## src/uart_pkg.sv

```systemverilog
// Functional notes
// - Receive FIFO always holds sixteen bytes
// - Transmitter starts as soon as a byte loads
// - Full transmit FIFO blocks writes until shift
// - Transmit interrupt while FIFO empty and enabled
// - First byte into empty FIFO clears interrupt
// - First byte delays next empty interrupt one character
// - Two bytes held cancels delay; next empty immediate
// - Receive level at trigger raises receive interrupt
// - Full receive FIFO refuses data, sets overrun
// - Idle four characters with data gives timeout
// - Read or new character clears timeout, restarts
// - Shared pin defaults to general-purpose input
// - Transmit function keeps pin tristate until powered
// - Powered UART drives pin; in GPIO mode the pin is driven only with output enable set and VCC_OK high
// - Share bit makes both IRQs follow either
// - Option register: enable, selector, polarity
// - Selected output shows polarity when buffer empty
// - Disabled or unselected outputs stay register-driven
// - Direction control only with FIFOs enabled
// - High-speed rates need divisor top bit set
package uart_pkg;
  localparam int NCH = 2;
  localparam int DEPTH = 16;
  localparam int CNT_W = 5;
  localparam int BIT_TICKS = 16;
  localparam int CHAR_BITS = 10;
  localparam int CHAR_TICKS = BIT_TICKS * CHAR_BITS;
  localparam int TOUT_CHARS = 4;
  localparam int TOUT_TICKS = TOUT_CHARS * CHAR_TICKS;
  localparam logic [CNT_W-1:0] FULL_CNT = 5'h10;
  localparam logic [CNT_W-1:0] TWO_CNT = 5'h02;
  localparam logic [7:0] DLY_LOAD = 8'(CHAR_TICKS);
  localparam logic [9:0] TOUT_LAST = 10'(TOUT_TICKS - 1);
  localparam logic [15:0] DIV_RST = 16'h0008;
  // Byte offsets
  localparam logic [7:0] CH_STRIDE = 8'h20;
  localparam logic [7:0] OFF_DATA = 8'h00;
  localparam logic [7:0] OFF_IER = 8'h04;
  localparam logic [7:0] OFF_FCR = 8'h08;
  localparam logic [7:0] OFF_LSR = 8'h0c;
  localparam logic [7:0] OFF_DIV = 8'h10;
  localparam logic [7:0] OFF_MCR = 8'h14;
  localparam logic [7:0] OFF_OPT = 8'h18;
  localparam logic [7:0] OFF_CFG = 8'h40;
  localparam logic [7:0] OFF_PIN = 8'h44;
  // Field positions
  localparam int FCR_EN = 0;
  localparam int FCR_TRIG = 6;
  localparam int LSR_DR = 0;
  localparam int LSR_OVR = 1;
  localparam int LSR_THRE = 5;
  localparam int LSR_TEMT = 6;
  localparam int LSR_RXI = 8;
  localparam int LSR_TOI = 9;
  localparam int LSR_TXI = 10;
  localparam int OPT_EN = 0;
  localparam int OPT_RTS = 1;
  localparam int OPT_POL = 2;
  localparam int CFG_SHARE = 0;
  localparam int CFG_SEL0 = 4;
  localparam int CFG_SEL1 = 8;
  localparam int PIN_FUNC = 0;
  localparam int PIN_GOUT = 1;
  localparam int PIN_GOE = 2;
  localparam int PIN_PWR = 3;
  localparam int PIN_IN = 4;
  localparam int PIN_VCC = 5;
  localparam logic [1:0] RESP_OKAY = 2'b00;
  localparam logic [1:0] RESP_SLVERR = 2'b10;

  typedef enum logic [3:0] {
    R_DATA = 4'h0, R_IER = 4'h1, R_FCR = 4'h2, R_LSR = 4'h3,
    R_DIV = 4'h4, R_MCR = 4'h5, R_OPT = 4'h6, R_CFG = 4'h7,
    R_PIN = 4'h8, R_NONE = 4'hf
  } reg_e;
  typedef enum logic [1:0] {
    TX_IDLE = 2'b00, TX_START = 2'b01, TX_DATA = 2'b10, TX_STOP = 2'b11
  } tx_e;
  typedef enum logic [1:0] {
    RX_IDLE = 2'b00, RX_START = 2'b01, RX_DATA = 2'b10, RX_STOP = 2'b11
  } rx_e;
  typedef struct packed {
    logic ch;
    reg_e id;
  } dec_s;
  typedef struct packed {
    logic [1:0] ier;
    logic fifo_en;
    logic [1:0] trig;
    logic [15:0] div;
    logic [1:0] mcr;
    logic [2:0] opt;
    logic [3:0] irq_sel;
    logic [15:0] bcnt;
    tx_e tx_st;
    logic [3:0] tx_sub;
    logic [2:0] tx_bit;
    logic [7:0] tx_sh;
    logic tx_line;
    rx_e rx_st;
    logic [3:0] rx_sub;
    logic [2:0] rx_bit;
    logic [7:0] rx_sh;
    logic ovr;
    logic tout;
    logic [9:0] tmr;
    logic [7:0] dly;
    logic multi;
    logic rts_n;
    logic dtr_n;
    logic irq;
  } ch_s;

  function automatic logic [CNT_W-1:0] trig_level(input logic [1:0] t);
    unique case (t)
      2'b00: trig_level = 5'h01;
      2'b01: trig_level = 5'h04;
      2'b10: trig_level = 5'h08;
      2'b11: trig_level = 5'h0e;
    endcase
  endfunction : trig_level

  function automatic dec_s addr_dec(input logic [7:0] a);
    logic [7:0] off;
    off = {3'b000, a[4:0]};
    addr_dec.ch = a[5];
    if (a == OFF_CFG) addr_dec.id = R_CFG;
    else if (a == OFF_PIN) addr_dec.id = R_PIN;
    else if (a >= (CH_STRIDE << 1)) addr_dec.id = R_NONE;
    else if (off == OFF_DATA) addr_dec.id = R_DATA;
    else if (off == OFF_IER) addr_dec.id = R_IER;
    else if (off == OFF_FCR) addr_dec.id = R_FCR;
    else if (off == OFF_LSR) addr_dec.id = R_LSR;
    else if (off == OFF_DIV) addr_dec.id = R_DIV;
    else if (off == OFF_MCR) addr_dec.id = R_MCR;
    else if (off == OFF_OPT) addr_dec.id = R_OPT;
    else addr_dec.id = R_NONE;
  endfunction : addr_dec
endpackage : uart_pkg

```

## src/uart_fifo.sv

```systemverilog
`timescale 1ns/1ps
module uart_fifo import uart_pkg::*; (
  // Clock and reset
  input wire logic clk,
  input wire logic rst_n,
  // Fill side
  input wire logic push,
  input wire logic [7:0] din,
  // Drain side
  input wire logic pop,
  output logic [7:0] dout,
  // Level
  output logic [CNT_W-1:0] count,
  output logic full,
  output logic empty
);
  typedef struct packed {
    logic [DEPTH-1:0][7:0] mem;
    logic [3:0] rp;
    logic [3:0] wp;
    logic [CNT_W-1:0] cnt;
  } fifo_s;
  fifo_s s;
  fifo_s n;
  logic do_push;
  logic do_pop;

  assign full = s.cnt == FULL_CNT;
  assign empty = s.cnt == '0;
  assign dout = s.mem[s.rp];
  assign count = s.cnt;

  always_comb begin
    n = s;
    do_push = push && !full;
    do_pop = pop && !empty;
    if (do_push) begin
      n.mem[s.wp] = din;
      n.wp = s.wp + 4'h1;
    end
    if (do_pop) n.rp = s.rp + 4'h1;
    n.cnt = s.cnt + CNT_W'(do_push) - CNT_W'(do_pop);
  end

  always_ff @(posedge clk or negedge rst_n) begin
    if (!rst_n) s <= '0;
    else s <= n;
  end
endmodule : uart_fifo

```

## src/uart_fifo_autodirection.sv

```systemverilog
`timescale 1ns/1ps
module uart_fifo_autodirection import uart_pkg::*; (
  // Clock and reset
  input wire logic CORE_CLK,
  input wire logic RST_N,
  // AXI4-Lite slave
  input wire logic [7:0] AWADDR,
  input wire logic AWVALID,
  output logic AWREADY,
  input wire logic [31:0] WDATA,
  input wire logic [3:0] WSTRB,
  input wire logic WVALID,
  output logic WREADY,
  output logic [1:0] BRESP,
  output logic BVALID,
  input wire logic BREADY,
  input wire logic [7:0] ARADDR,
  input wire logic ARVALID,
  output logic ARREADY,
  output logic [31:0] RDATA,
  output logic [1:0] RRESP,
  output logic RVALID,
  input wire logic RREADY,
  // Serial lines
  input wire logic RX1,
  input wire logic RX2,
  output logic TX1,
  // Modem control, per port
  output logic [NCH-1:0] REQ_TO_SEND_N,
  output logic [NCH-1:0] TERM_READY_N,
  // Shared second-port pin
  input wire logic SHARED_GPIO_PIN_I,
  output logic SHARED_GPIO_PIN_O,
  output logic SHARED_GPIO_PIN_OE_N,
  input wire logic VCC_OK,
  // Interrupts
  output logic [NCH-1:0] UART_IRQ
);
  typedef struct packed {
    logic [3:0] sync1;
    logic [3:0] sync2;
    ch_s [NCH-1:0] ch;
    logic aw_ok;
    logic [7:0] aw_addr;
    logic w_ok;
    logic [31:0] wdata;
    logic [3:0] wstrb;
    logic bvalid;
    logic [1:0] bresp;
    logic rvalid;
    logic [1:0] rresp;
    logic [31:0] rdata;
    logic share;
    logic pin_func;
    logic gpio_out;
    logic gpio_oe;
    logic uart2_pwr;
    logic pin_o;
    logic pin_oe_n;
  } top_s;

  logic [1:0] rst_q;
  logic rst_n;
  top_s s;
  top_s n;
  ch_s c;
  ch_s m;
  dec_s wdec;
  dec_s rdec;
  logic [15:0] rl;
  logic line;
  logic [NCH-1:0] tick, thre, chint, empty_all, rx_lvl, div_wr;
  logic [NCH-1:0] tx_push, tx_pop, rx_push, rx_pop;
  logic [NCH-1:0][7:0] rx_din, tx_dout, rx_dout;
  logic [NCH-1:0][CNT_W-1:0] tx_cnt, rx_cnt;
  logic port2_tx_out;

  always_ff @(posedge CORE_CLK or negedge RST_N) begin
    if (!RST_N) rst_q <= 2'b00;
    else rst_q <= {rst_q[0], 1'b1};
  end
  assign rst_n = rst_q[1];

  for (genvar g = 0; g < NCH; g++) begin : g_fifo
    uart_fifo u_tx (
      .clk(CORE_CLK), .rst_n(rst_n), .push(tx_push[g]),
      .din(s.wdata[7:0]), .pop(tx_pop[g]), .dout(tx_dout[g]),
      .count(tx_cnt[g]), .full(), .empty()
    );
    uart_fifo u_rx (
      .clk(CORE_CLK), .rst_n(rst_n), .push(rx_push[g]),
      .din(rx_din[g]), .pop(rx_pop[g]), .dout(rx_dout[g]),
      .count(rx_cnt[g]), .full(), .empty()
    );
  end

  assign AWREADY = !s.aw_ok && !s.bvalid;
  assign WREADY = !s.w_ok && !s.bvalid;
  assign ARREADY = !s.rvalid;
  assign BVALID = s.bvalid;
  assign BRESP = s.bresp;
  assign RVALID = s.rvalid;
  assign RRESP = s.rresp;
  assign RDATA = s.rdata;
  assign port2_tx_out = s.ch[1].tx_line;
  assign TX1 = s.ch[0].tx_line;
  assign SHARED_GPIO_PIN_O = s.pin_o;
  assign SHARED_GPIO_PIN_OE_N = s.pin_oe_n;
  for (genvar g = 0; g < NCH; g++) begin : g_out
    assign REQ_TO_SEND_N[g] = s.ch[g].rts_n;
    assign TERM_READY_N[g] = s.ch[g].dtr_n;
    assign UART_IRQ[g] = s.ch[g].irq;
  end

  always_comb begin
    n = s;
    tx_push = '0;
    tx_pop = '0;
    rx_push = '0;
    rx_pop = '0;
    rx_din = '0;
    div_wr = '0;
    rl = '0;
    line = 1'b1;
    c = s.ch[0];
    m = s.ch[0];
    wdec = addr_dec(s.aw_addr);
    rdec = addr_dec(ARADDR);
    n.sync1 = {VCC_OK, SHARED_GPIO_PIN_I, RX2, RX1};
    n.sync2 = s.sync1;
    // Status seen by software and interrupt logic
    for (int i = 0; i < NCH; i++) begin
      tick[i] = s.ch[i].bcnt == '0;
      thre[i] = tx_cnt[i] == '0 && s.ch[i].dly == '0;
      empty_all[i] = tx_cnt[i] == '0 && s.ch[i].tx_st == TX_IDLE;
      rx_lvl[i] = rx_cnt[i] >= (s.ch[i].fifo_en ?
                  trig_level(s.ch[i].trig) : 5'h01);
      chint[i] = (s.ch[i].ier[0] && (rx_lvl[i] || s.ch[i].tout))
               || (s.ch[i].ier[1] && thre[i]);
    end
    // Write path: address and data in either order
    if (AWVALID && AWREADY) begin
      n.aw_ok = 1'b1;
      n.aw_addr = AWADDR;
    end
    if (WVALID && WREADY) begin
      n.w_ok = 1'b1;
      n.wdata = WDATA;
      n.wstrb = WSTRB;
    end
    if (s.bvalid && BREADY) n.bvalid = 1'b0;
    if (s.aw_ok && s.w_ok) begin
      n.aw_ok = 1'b0;
      n.w_ok = 1'b0;
      n.bvalid = 1'b1;
      n.bresp = RESP_OKAY;
      unique case (wdec.id)
        // Full fifo drops the byte itself
        R_DATA: tx_push[wdec.ch] = s.wstrb[0];
        R_IER: if (s.wstrb[0]) n.ch[wdec.ch].ier = s.wdata[1:0];
        R_FCR: if (s.wstrb[0]) begin
          n.ch[wdec.ch].fifo_en = s.wdata[FCR_EN];
          n.ch[wdec.ch].trig = s.wdata[FCR_TRIG+:2];
        end
        R_LSR: ;
        R_DIV: begin
          if (s.wstrb[0]) n.ch[wdec.ch].div[7:0] = s.wdata[7:0];
          if (s.wstrb[1]) n.ch[wdec.ch].div[15:8] = s.wdata[15:8];
          div_wr[wdec.ch] = 1'b1;
        end
        R_MCR: if (s.wstrb[0]) n.ch[wdec.ch].mcr = s.wdata[1:0];
        R_OPT: if (s.wstrb[0]) n.ch[wdec.ch].opt = s.wdata[2:0];
        R_CFG: begin
          if (s.wstrb[0]) n.share = s.wdata[CFG_SHARE];
          if (s.wstrb[0]) n.ch[0].irq_sel = s.wdata[CFG_SEL0+:4];
          if (s.wstrb[1]) n.ch[1].irq_sel = s.wdata[CFG_SEL1+:4];
        end
        R_PIN: if (s.wstrb[0]) begin
          n.pin_func = s.wdata[PIN_FUNC];
          n.gpio_out = s.wdata[PIN_GOUT];
          n.gpio_oe = s.wdata[PIN_GOE];
          n.uart2_pwr = s.wdata[PIN_PWR];
        end
        default: n.bresp = RESP_SLVERR;
      endcase
    end
    // Read path, one cycle after the address is taken
    if (s.rvalid && RREADY) n.rvalid = 1'b0;
    if (ARVALID && ARREADY) begin
      n.rvalid = 1'b1;
      n.rresp = RESP_OKAY;
      n.rdata = '0;
      unique case (rdec.id)
        R_DATA: begin
          n.rdata[7:0] = rx_dout[rdec.ch];
          rx_pop[rdec.ch] = rx_cnt[rdec.ch] != '0;
        end
        R_IER: n.rdata[1:0] = s.ch[rdec.ch].ier;
        R_FCR: begin
          n.rdata[FCR_EN] = s.ch[rdec.ch].fifo_en;
          n.rdata[FCR_TRIG+:2] = s.ch[rdec.ch].trig;
        end
        R_LSR: begin
          n.rdata[LSR_DR] = rx_cnt[rdec.ch] != '0;
          n.rdata[LSR_OVR] = s.ch[rdec.ch].ovr;
          n.rdata[LSR_THRE] = tx_cnt[rdec.ch] == '0;
          n.rdata[LSR_TEMT] = empty_all[rdec.ch];
          n.rdata[LSR_RXI] = rx_lvl[rdec.ch];
          n.rdata[LSR_TOI] = s.ch[rdec.ch].tout;
          n.rdata[LSR_TXI] = thre[rdec.ch];
          n.ch[rdec.ch].ovr = 1'b0;
        end
        R_DIV: n.rdata[15:0] = s.ch[rdec.ch].div;
        R_MCR: n.rdata[1:0] = s.ch[rdec.ch].mcr;
        R_OPT: n.rdata[2:0] = s.ch[rdec.ch].opt;
        R_CFG: begin
          n.rdata[CFG_SHARE] = s.share;
          n.rdata[CFG_SEL0+:4] = s.ch[0].irq_sel;
          n.rdata[CFG_SEL1+:4] = s.ch[1].irq_sel;
        end
        R_PIN: n.rdata[5:0] = {s.sync2[3], s.sync2[2], s.uart2_pwr,
                               s.gpio_oe, s.gpio_out, s.pin_func};
        default: n.rresp = RESP_SLVERR;
      endcase
    end
    // Per-channel engines
    for (int i = 0; i < NCH; i++) begin
      c = s.ch[i];
      m = n.ch[i];
      line = s.sync2[i];
      rl = c.div[15] ? {2'b00, c.div[14:1]} : c.div;
      if (div_wr[i]) m.bcnt = '0;
      else if (tick[i]) m.bcnt = (rl == '0) ? '0 : rl - 16'h0001;
      else m.bcnt = c.bcnt - 16'h0001;
      // Transmitter
      if (c.tx_st != TX_IDLE && tick[i]) m.tx_sub = c.tx_sub + 4'h1;
      unique case (c.tx_st)
        TX_IDLE: if (tx_cnt[i] != '0) begin
          tx_pop[i] = 1'b1;
          m.tx_sh = tx_dout[i];
          m.tx_st = TX_START;
          m.tx_sub = '0;
          m.tx_line = 1'b0;
        end
        TX_START: if (tick[i] && c.tx_sub == 4'hf) begin
          m.tx_st = TX_DATA;
          m.tx_bit = '0;
          m.tx_line = c.tx_sh[0];
        end
        TX_DATA: if (tick[i] && c.tx_sub == 4'hf) begin
          if (c.tx_bit == 3'h7) begin
            m.tx_st = TX_STOP;
            m.tx_line = 1'b1;
          end else begin
            m.tx_bit = c.tx_bit + 3'h1;
            m.tx_sh = c.tx_sh >> 1;
            m.tx_line = c.tx_sh[1];
          end
        end
        TX_STOP: if (tick[i] && c.tx_sub == 4'hf) m.tx_st = TX_IDLE;
      endcase
      // Receiver, 16x oversampled
      if (c.rx_st != RX_IDLE && tick[i]) m.rx_sub = c.rx_sub + 4'h1;
      unique case (c.rx_st)
        RX_IDLE: if (!line) begin
          m.rx_st = RX_START;
          m.rx_sub = '0;
        end
        RX_START: if (tick[i] && c.rx_sub == 4'h7) begin
          m.rx_st = line ? RX_IDLE : RX_DATA;
          m.rx_sub = '0;
          m.rx_bit = '0;
        end
        RX_DATA: if (tick[i] && c.rx_sub == 4'hf) begin
          m.rx_sh = {line, c.rx_sh[7:1]};
          if (c.rx_bit == 3'h7) m.rx_st = RX_STOP;
          else m.rx_bit = c.rx_bit + 3'h1;
        end
        RX_STOP: if (tick[i] && c.rx_sub == 4'hf) begin
          m.rx_st = RX_IDLE;
          if (rx_cnt[i] == FULL_CNT) m.ovr = 1'b1;
          else begin
            rx_push[i] = 1'b1;
            rx_din[i] = c.rx_sh;
          end
        end
      endcase
      // Receive timeout
      if (rx_push[i] || rx_pop[i] || rx_cnt[i] == '0 || !c.fifo_en) begin
        m.tmr = '0;
        m.tout = 1'b0;
      end else if (tick[i] && !c.tout) begin
        if (c.tmr == TOUT_LAST) m.tout = 1'b1;
        else m.tmr = c.tmr + 10'h001;
      end
      // Transmit-empty holdoff
      if (thre[i]) m.multi = 1'b0;
      if (tx_cnt[i] >= TWO_CNT) begin
        m.multi = 1'b1;
        m.dly = '0;
      end else if (tx_push[i] && tx_cnt[i] == '0 && !c.multi) begin
        m.dly = DLY_LOAD;
      end else if (c.dly != '0 && tick[i]) begin
        m.dly = c.dly - 8'h01;
      end
      // Direction control on modem outputs
      m.rts_n = (c.opt[OPT_EN] && c.fifo_en && c.opt[OPT_RTS])
              ? (empty_all[i] ? c.opt[OPT_POL] : !c.opt[OPT_POL])
              : !c.mcr[1];
      m.dtr_n = (c.opt[OPT_EN] && c.fifo_en && !c.opt[OPT_RTS])
              ? (empty_all[i] ? c.opt[OPT_POL] : !c.opt[OPT_POL])
              : !c.mcr[0];
      m.irq = c.irq_sel != '0
              && (chint[i] || (s.share && chint[NCH-1-i]));
      n.ch[i] = m;
    end
    // Shared pin
    if (s.pin_func) begin
      n.pin_oe_n = !s.uart2_pwr;
      n.pin_o = port2_tx_out;
    end else begin
      n.pin_oe_n = !(s.sync2[3] && s.gpio_oe);
      n.pin_o = s.gpio_out;
    end
  end

  always_ff @(posedge CORE_CLK or negedge rst_n) begin
    if (!rst_n) begin
      s <= '0;
      // Serial inputs idle high, no false start
      s.sync1 <= 4'h3;
      s.sync2 <= 4'h3;
      for (int i = 0; i < NCH; i++) begin
        s.ch[i].div <= DIV_RST;
        s.ch[i].tx_line <= 1'b1;
        s.ch[i].rts_n <= 1'b1;
        s.ch[i].dtr_n <= 1'b1;
      end
      s.pin_oe_n <= 1'b1;
    end else begin
      s <= n;
    end
  end
endmodule : uart_fifo_autodirection

```

## config.mk

```make
export PLATFORM = sky130hd
export DESIGN_NAME = uart_fifo_autodirection
export DESIGN_NICKNAME = d
export VERILOG_FILES = /design/src/uart_pkg.sv /design/src/uart_fifo.sv /design/src/uart_fifo_autodirection.sv
export SDC_FILE = /design/constraint.sdc
export NUM_CORES = 2
export LEC_CHECK = 0
export ABC_AREA = 1
export BUFFER_PORTS_ARGS = -buffer_cell sky130_fd_sc_hd__buf_2
export CAP_MARGIN = 20
export CORE_AREA = 2 2 267 269
export DETAILED_ROUTE_END_ITERATION = 7
export DIE_AREA = 0 0 269 271
export GPL_TIMING_DRIVEN = 0
export PLACE_DENSITY = 0.85
export REMOVE_ABC_BUFFERS = 1
export SLEW_MARGIN = 20
export SYNTH_ARGS = -nofsm -noshare
export SYNTH_HDL_FRONTEND = slang
export SYNTH_SLANG_ARGS = --single-unit
```

## constraint.sdc

```tcl
create_clock -name CORE_CLK -period 33.2 [get_ports CORE_CLK]
set_clock_uncertainty 0.15 [all_clocks]
set_input_delay 0 -clock CORE_CLK [delete_from_list [all_inputs] [get_ports CORE_CLK]]
set_output_delay 0 -clock CORE_CLK [all_outputs]
set_load 0.005 [all_outputs]
```

# --- After elaboration in Yosys (flattened, before gate mapping) ---
# Index checks and enable logic that the tools add are counted.
totals:
  register_bits: 859
  in_bits: 63
  out_inout_bits: 50
  wordCells: 652
op_classes:
  addsub: 32
  order_cmp: 22
  eq_ne: 66
  muxes: 245
  n_bitwise: 2
  reduce_logical: 139
ops:
  columns: ["operator", "n"]
  rows:
  - ["2-to-1 mux 210 bit", 10]
  - ["bitwise mux 210 bit", 8]
  - ["demux 105 bit (select 1 bit)", 8]
  - ["bitwise mux 128 bit", 4]
  - ["case mux 101 bit (5 select lines)", 1]
  - ["case mux 75 bit (5 select lines)", 1]
  - ["2-to-1 mux 105 bit", 3]
  - ["2-to-1 mux 211 bit", 1]
  - ["2-to-1 mux 8 bit", 24]
  - ["case mux 26 bit (5 select lines)", 1]
  - ["binary-select mux 8 bit (select 4 bit)", 4]
  - ["demux 8 bit (select 4 bit)", 4]
  - ["2-to-1 mux 4 bit", 29]
  - ["2-to-1 mux 103 bit", 1]
  - ["2-to-1 mux 102 bit", 1]
  - ["2-to-1 mux 100 bit", 1]
  - ["2-to-1 mux 16 bit", 6]
  - ["2-to-1 mux 92 bit", 1]
  - ["2-to-1 mux 11 bit", 8]
  - ["2-to-1 mux 84 bit", 1]
  - ["2-to-1 mux 82 bit", 1]
  - ["logical NOT 16 bit", 4]
  - ["logical AND 1 bit", 59]
  - ["equality test 5 bit (second input constant)", 10]
  - ["65 further kinds", 315]

# --- Depth between registers and ports, before layout ---
logic_depth:
  word_depth: 24
  depth_mapped: 18
  ltp_nobuf: 17

# --- Hierarchy ---
# A second synthesis with hierarchy kept.
hier_totals:
  cells_unflattened: 6109
  area_unflattened_um2: 46188.0
modules_own_cells:
  columns: ["mod", "n_inst", "cells_per_inst", "area_per_inst_um2", "seq_area_each_um2"]
  rows:
  - ["uart_fifo at g_fifo[0].u_rx ...", 3, 913, 7131.8, 3528.4]
  - ["uart_fifo_autodirection", 1, 2451, 17639.4, 6897.9]
  - ["uart_fifo at g_fifo[1].u_tx", 1, 919, 7153.1, 3528.4]

# --- Least setup slack after synthesis ---
# No wires, ideal clock.
synth_path:
  path_kind: "reg2reg"
  from: "register g_fifo[1].u_tx.s (netlist bit g_fifo[1].u_tx.count[2])"
  to: "register g_fifo[1].u_tx.s (netlist bit g_fifo[1].u_tx.count[4])"
  setup_time_ps: 128
  arrival_time_ps: 2750
  required_ps: 32922
  setup_slack_ps: 30172
  path_stages_with_launch: 17
  path_buffers: 1
  synth_period_minus_slack_ps: 3028
  path_cell_list: "dfrtp_1 > inv_1 > ha_1 > inv_1 > nor2_1 > nand2_1 > inv_1 > nor2_1 > clkbuf_1 > ha_1 > inv_1 > ha_1 > inv_1 > fa_1 > o21ai_0 > a21oi_1 > xor2_1"
synth_lines:
  columns: ["item", "line", "text"]
  rows:
  - ["start, declared", "uart_fifo.sv:23", "fifo_s s;"]
  - ["start signal, assigned", "uart_fifo.sv:47", "else s <= n;"]

==> flow_summary_export.csv <==
group,metric,value,unit
outcome,status,"completed",
global_route,grt_pass1_vias,37190,
floorplan,die_y,271,um
logic_synthesis,ys_seq_elements,839,
logic_synthesis,syn_inst,5539,
cts,clkSlewWorstSetupHoldPaths,70,ps
global_route,grt_usage,0.3258,
layout,fin_nets,5683,
timing,fin_crit,4203,ps
hold_path,hold_start,"WSTRB[1]",
placed_design,place_area,44170,um2
logic_synthesis,synth_top_area_frac,0.4742,
cts,postCtsHoldBufs,79,
cts,clock-sinks,839,
logic_synthesis,synthDistinctLibCells,59,
layout,area_growth,10.05,%
cts,cts_max_level,3,
floorplan,ioPinCount,113,
power,p_leak,22.56,nW
worst_setup_path,r2r_start,"s[87]",
placed_design,place.port_buffers,76,
global_route,grt_remaining_overflow,0,
logic_synthesis,yosysTopAreaCell,"dfrtp_1",
worst_setup_path,rr_worst_depth,12,
logic_synthesis,syn_area,43590,um2
worst_setup_path,rr_endpoint,"c[74]",
layout,fillers,5184,
logic_synthesis,synthTopCellsByArea,"dfrtp_1, nand2_1, o21ai_0, nand3_1, o21ai_1",
drt,postRouteAntennaNets,0,
drt,drt-pass1-iter-count,7,
layout,mostFrequentLayoutCell,"nand2_1",
worst_setup_path,rrSetupSlack,29000,ps
timing,rsz0062_at_grt,"false",
layout,layout_common_cells,"nand2_1, dfrtp_1, o21ai_0",
logic_synthesis,async_flop_share,1.000,
drt,drc,0,
global_route,grt_max_degree,72,
cts,post_cts_resized,0,
timing,maxSlewViolCount,0,
worst_setup_path,crit_fanout,14,
power,max-vdd-ir-drop,0.00004438,V
logic_synthesis,synthFlopType,"dfrtp_1",
worst_setup_path,startpoint,"s[87]",
layout,diodes,0,
drt,wl_per_cell,18.21,um
logic_synthesis,synth_warnings,0,
worst_setup_path,end_kind,"register",
logic_synthesis,synth_seq_area_share,0.4821,
hold_path,hold_depth,4,
hold_path,min_to,"s[46]",
timing,timing.hold.ws,11.52,ps
timing,setup_violations,0,
worst_setup_path,cp.required,33560,ps
drt,num_vias,38800,
placed_design,gp_congestion,0.9437,
drt,viasPerCell,5.946,
worst_setup_path,critPathKind,"register to register",
global_route,grt_antenna_before_repair,1,
cts,clockBufferDepth,3,
floorplan,fp.dieW,269,um
floorplan,floorplan.rows,97,
floorplan,coreArea,69790,um2
timing,hold_violations,0,
drt,drtIter0Drc,4759,
floorplan,die-area,72900,um2
timing,max-slew-margin-rel,0.2277,
global_route,grt_pass1_wl,191.6,mm
floorplan,start_util,0.6246,
cts,clk_latency,660,ps
worst_setup_path,startpoint_type,"register",
power,p_total,0.002359,W
logic_synthesis,synth_edf_count,0,
drt,routed_wl,118.8,mm
flow_run,cap_violations,0,
power,powerDensity,49.18,nW/um2
cts,cts_made_buffers,85,
cts,cts_tree,"built",
layout,drive_gt1_frac,0.07179,
timing,finalCritPeriodShare,0.1266,
hold_path,holdCritPathClass,"primary input to register",
worst_setup_path,cp.arrival,4560,ps
timing,fmax,237.9,MHz
cts,cts_root_buf,"clkbuf_16",
placed_design,dp_hpwl,74.95,mm
logic_synthesis,syn_avg_cell_area,7.869,um2
timing,worst_pin_slew,1158,ps
layout,final_area,47970,um2
cts,postCtsSetupBuffers,0,
-- synthesized netlist by cell type (all sizes together) (2+ instances only) --
library cell / instances
o21bai: 2
dfstp: 13
ha: 98
nand4: 80
or2: 5
fa: 4
nand2: 1662
mux2i: 2
xnor2: 12
o211ai: 23
buf: 151
clkinv: 14
o22ai: 9
clkbuf: 151
a22oi: 53
mux2: 12
a21o: 3
a32o: 2
a31oi: 5
conb: 2
inv: 387
nand3: 428
o21a: 3
dfrtp: 826
nand3b: 3
nor3: 44
o31ai: 2
a21oi: 203
nor2: 439
xor2: 90
o21ai: 793
nor4: 10
-- stage by stage --
step                      setup slack, ps    util  std cells  TNS [ps]
after floorplan                      7955       -       5254         0
after global placement              -1207  0.6255       6270   -910790
after detailed placement            29190  0.6330       6290         0
after CTS                           29190  0.6868       6524         0
after global routing                28790  0.6873       6526         0
final                               29000  0.6873       6526         0
-- worst max-delay path by stage --
stage / to / slack, ps / cells past startpoint
floorplan: BRESP[1] / 7950 / 0
global placement: g_fifo[0].u_rx.s[21] / -1210 / 0
detailed placement: g_fifo[0].u_rx.count[4] / 29190 / 18
CTS: g_fifo[1].u_rx.count[4] / 29190 / 19
global route: g_fifo[0].u_rx.count[4] / 28790 / 19
finish: c[74] / 29000 / 12
-- state kept, by name, summed over array words and instances, names as in the netlist, 4 cells and up --
register,cells
g_fifo.u_rx.s,272
RDATA,16
g_fifo.u_tx.s,272
g_fifo.u_tx.count,10
s,137
c,101
n,4
g_fifo.u_rx.count,10
-- kinds of logic after synthesis --
kind of cell	share of synthesized area
muxes	0.003560
xor gates and xnor gates	0.02050
DFF	0.4821
adders and majority gates	0.02997
AOI/OAI and AO/OA	0.1330
and+or+nand+nor	0.2605
other	0.0001723
buffers and inverters	0.07025
-- where the power goes --
| part | total (W) | internal (W) | switching [W] |
|---|---|---|---|
| sequential | 0.00109 | 0.00105 | 0.0000389 |
| combinational | 0.000261 | 0.0000648 | 0.000196 |
| clock | 0.00101 | 0.000591 | 0.000420 |
| total | 0.00236 | 0.00170 | 0.000655 |
-- critical path: stages, from the launching register on --
cell,delay [ps]
dfrtp_1,650
inv_2,400
nand2_1,120
nor2_1,230
nand3_1,340
nand2_1,190
nand2_1,130
nor2_1,140
nand2_1,370
nor2_1,900
inv_1,230
nand2_1,130
a21oi_1,50
-- cell type report --
type                            instances  area [um2]  share of cell area
Multi-Input combinational cell       4014       19580              0.4083
Clock buffer                          123        2551             0.05319
Sequential cell                       839       21040              0.4385
Tap cell                              940        1176             0.02452
Timing Repair Buffer                  177        1695             0.03535
Inverter                              401        1511             0.03151
Clock inverter                         32       412.9            0.008608
-- layer usage --
layer | track usage | part of all wire | up-vias
met5 | 0 | 0.00013 | -
met4 | 0.1605 | 0.049 | 2
met3 | 0.06772 | 0.091 | 416
met2 | 0.5171 | 0.47 | 1912
met1 | 0.4259 | 0.39 | 18450
li1 | - | - | 18030
No activity file was read; power rests on OpenSTA's default activity.
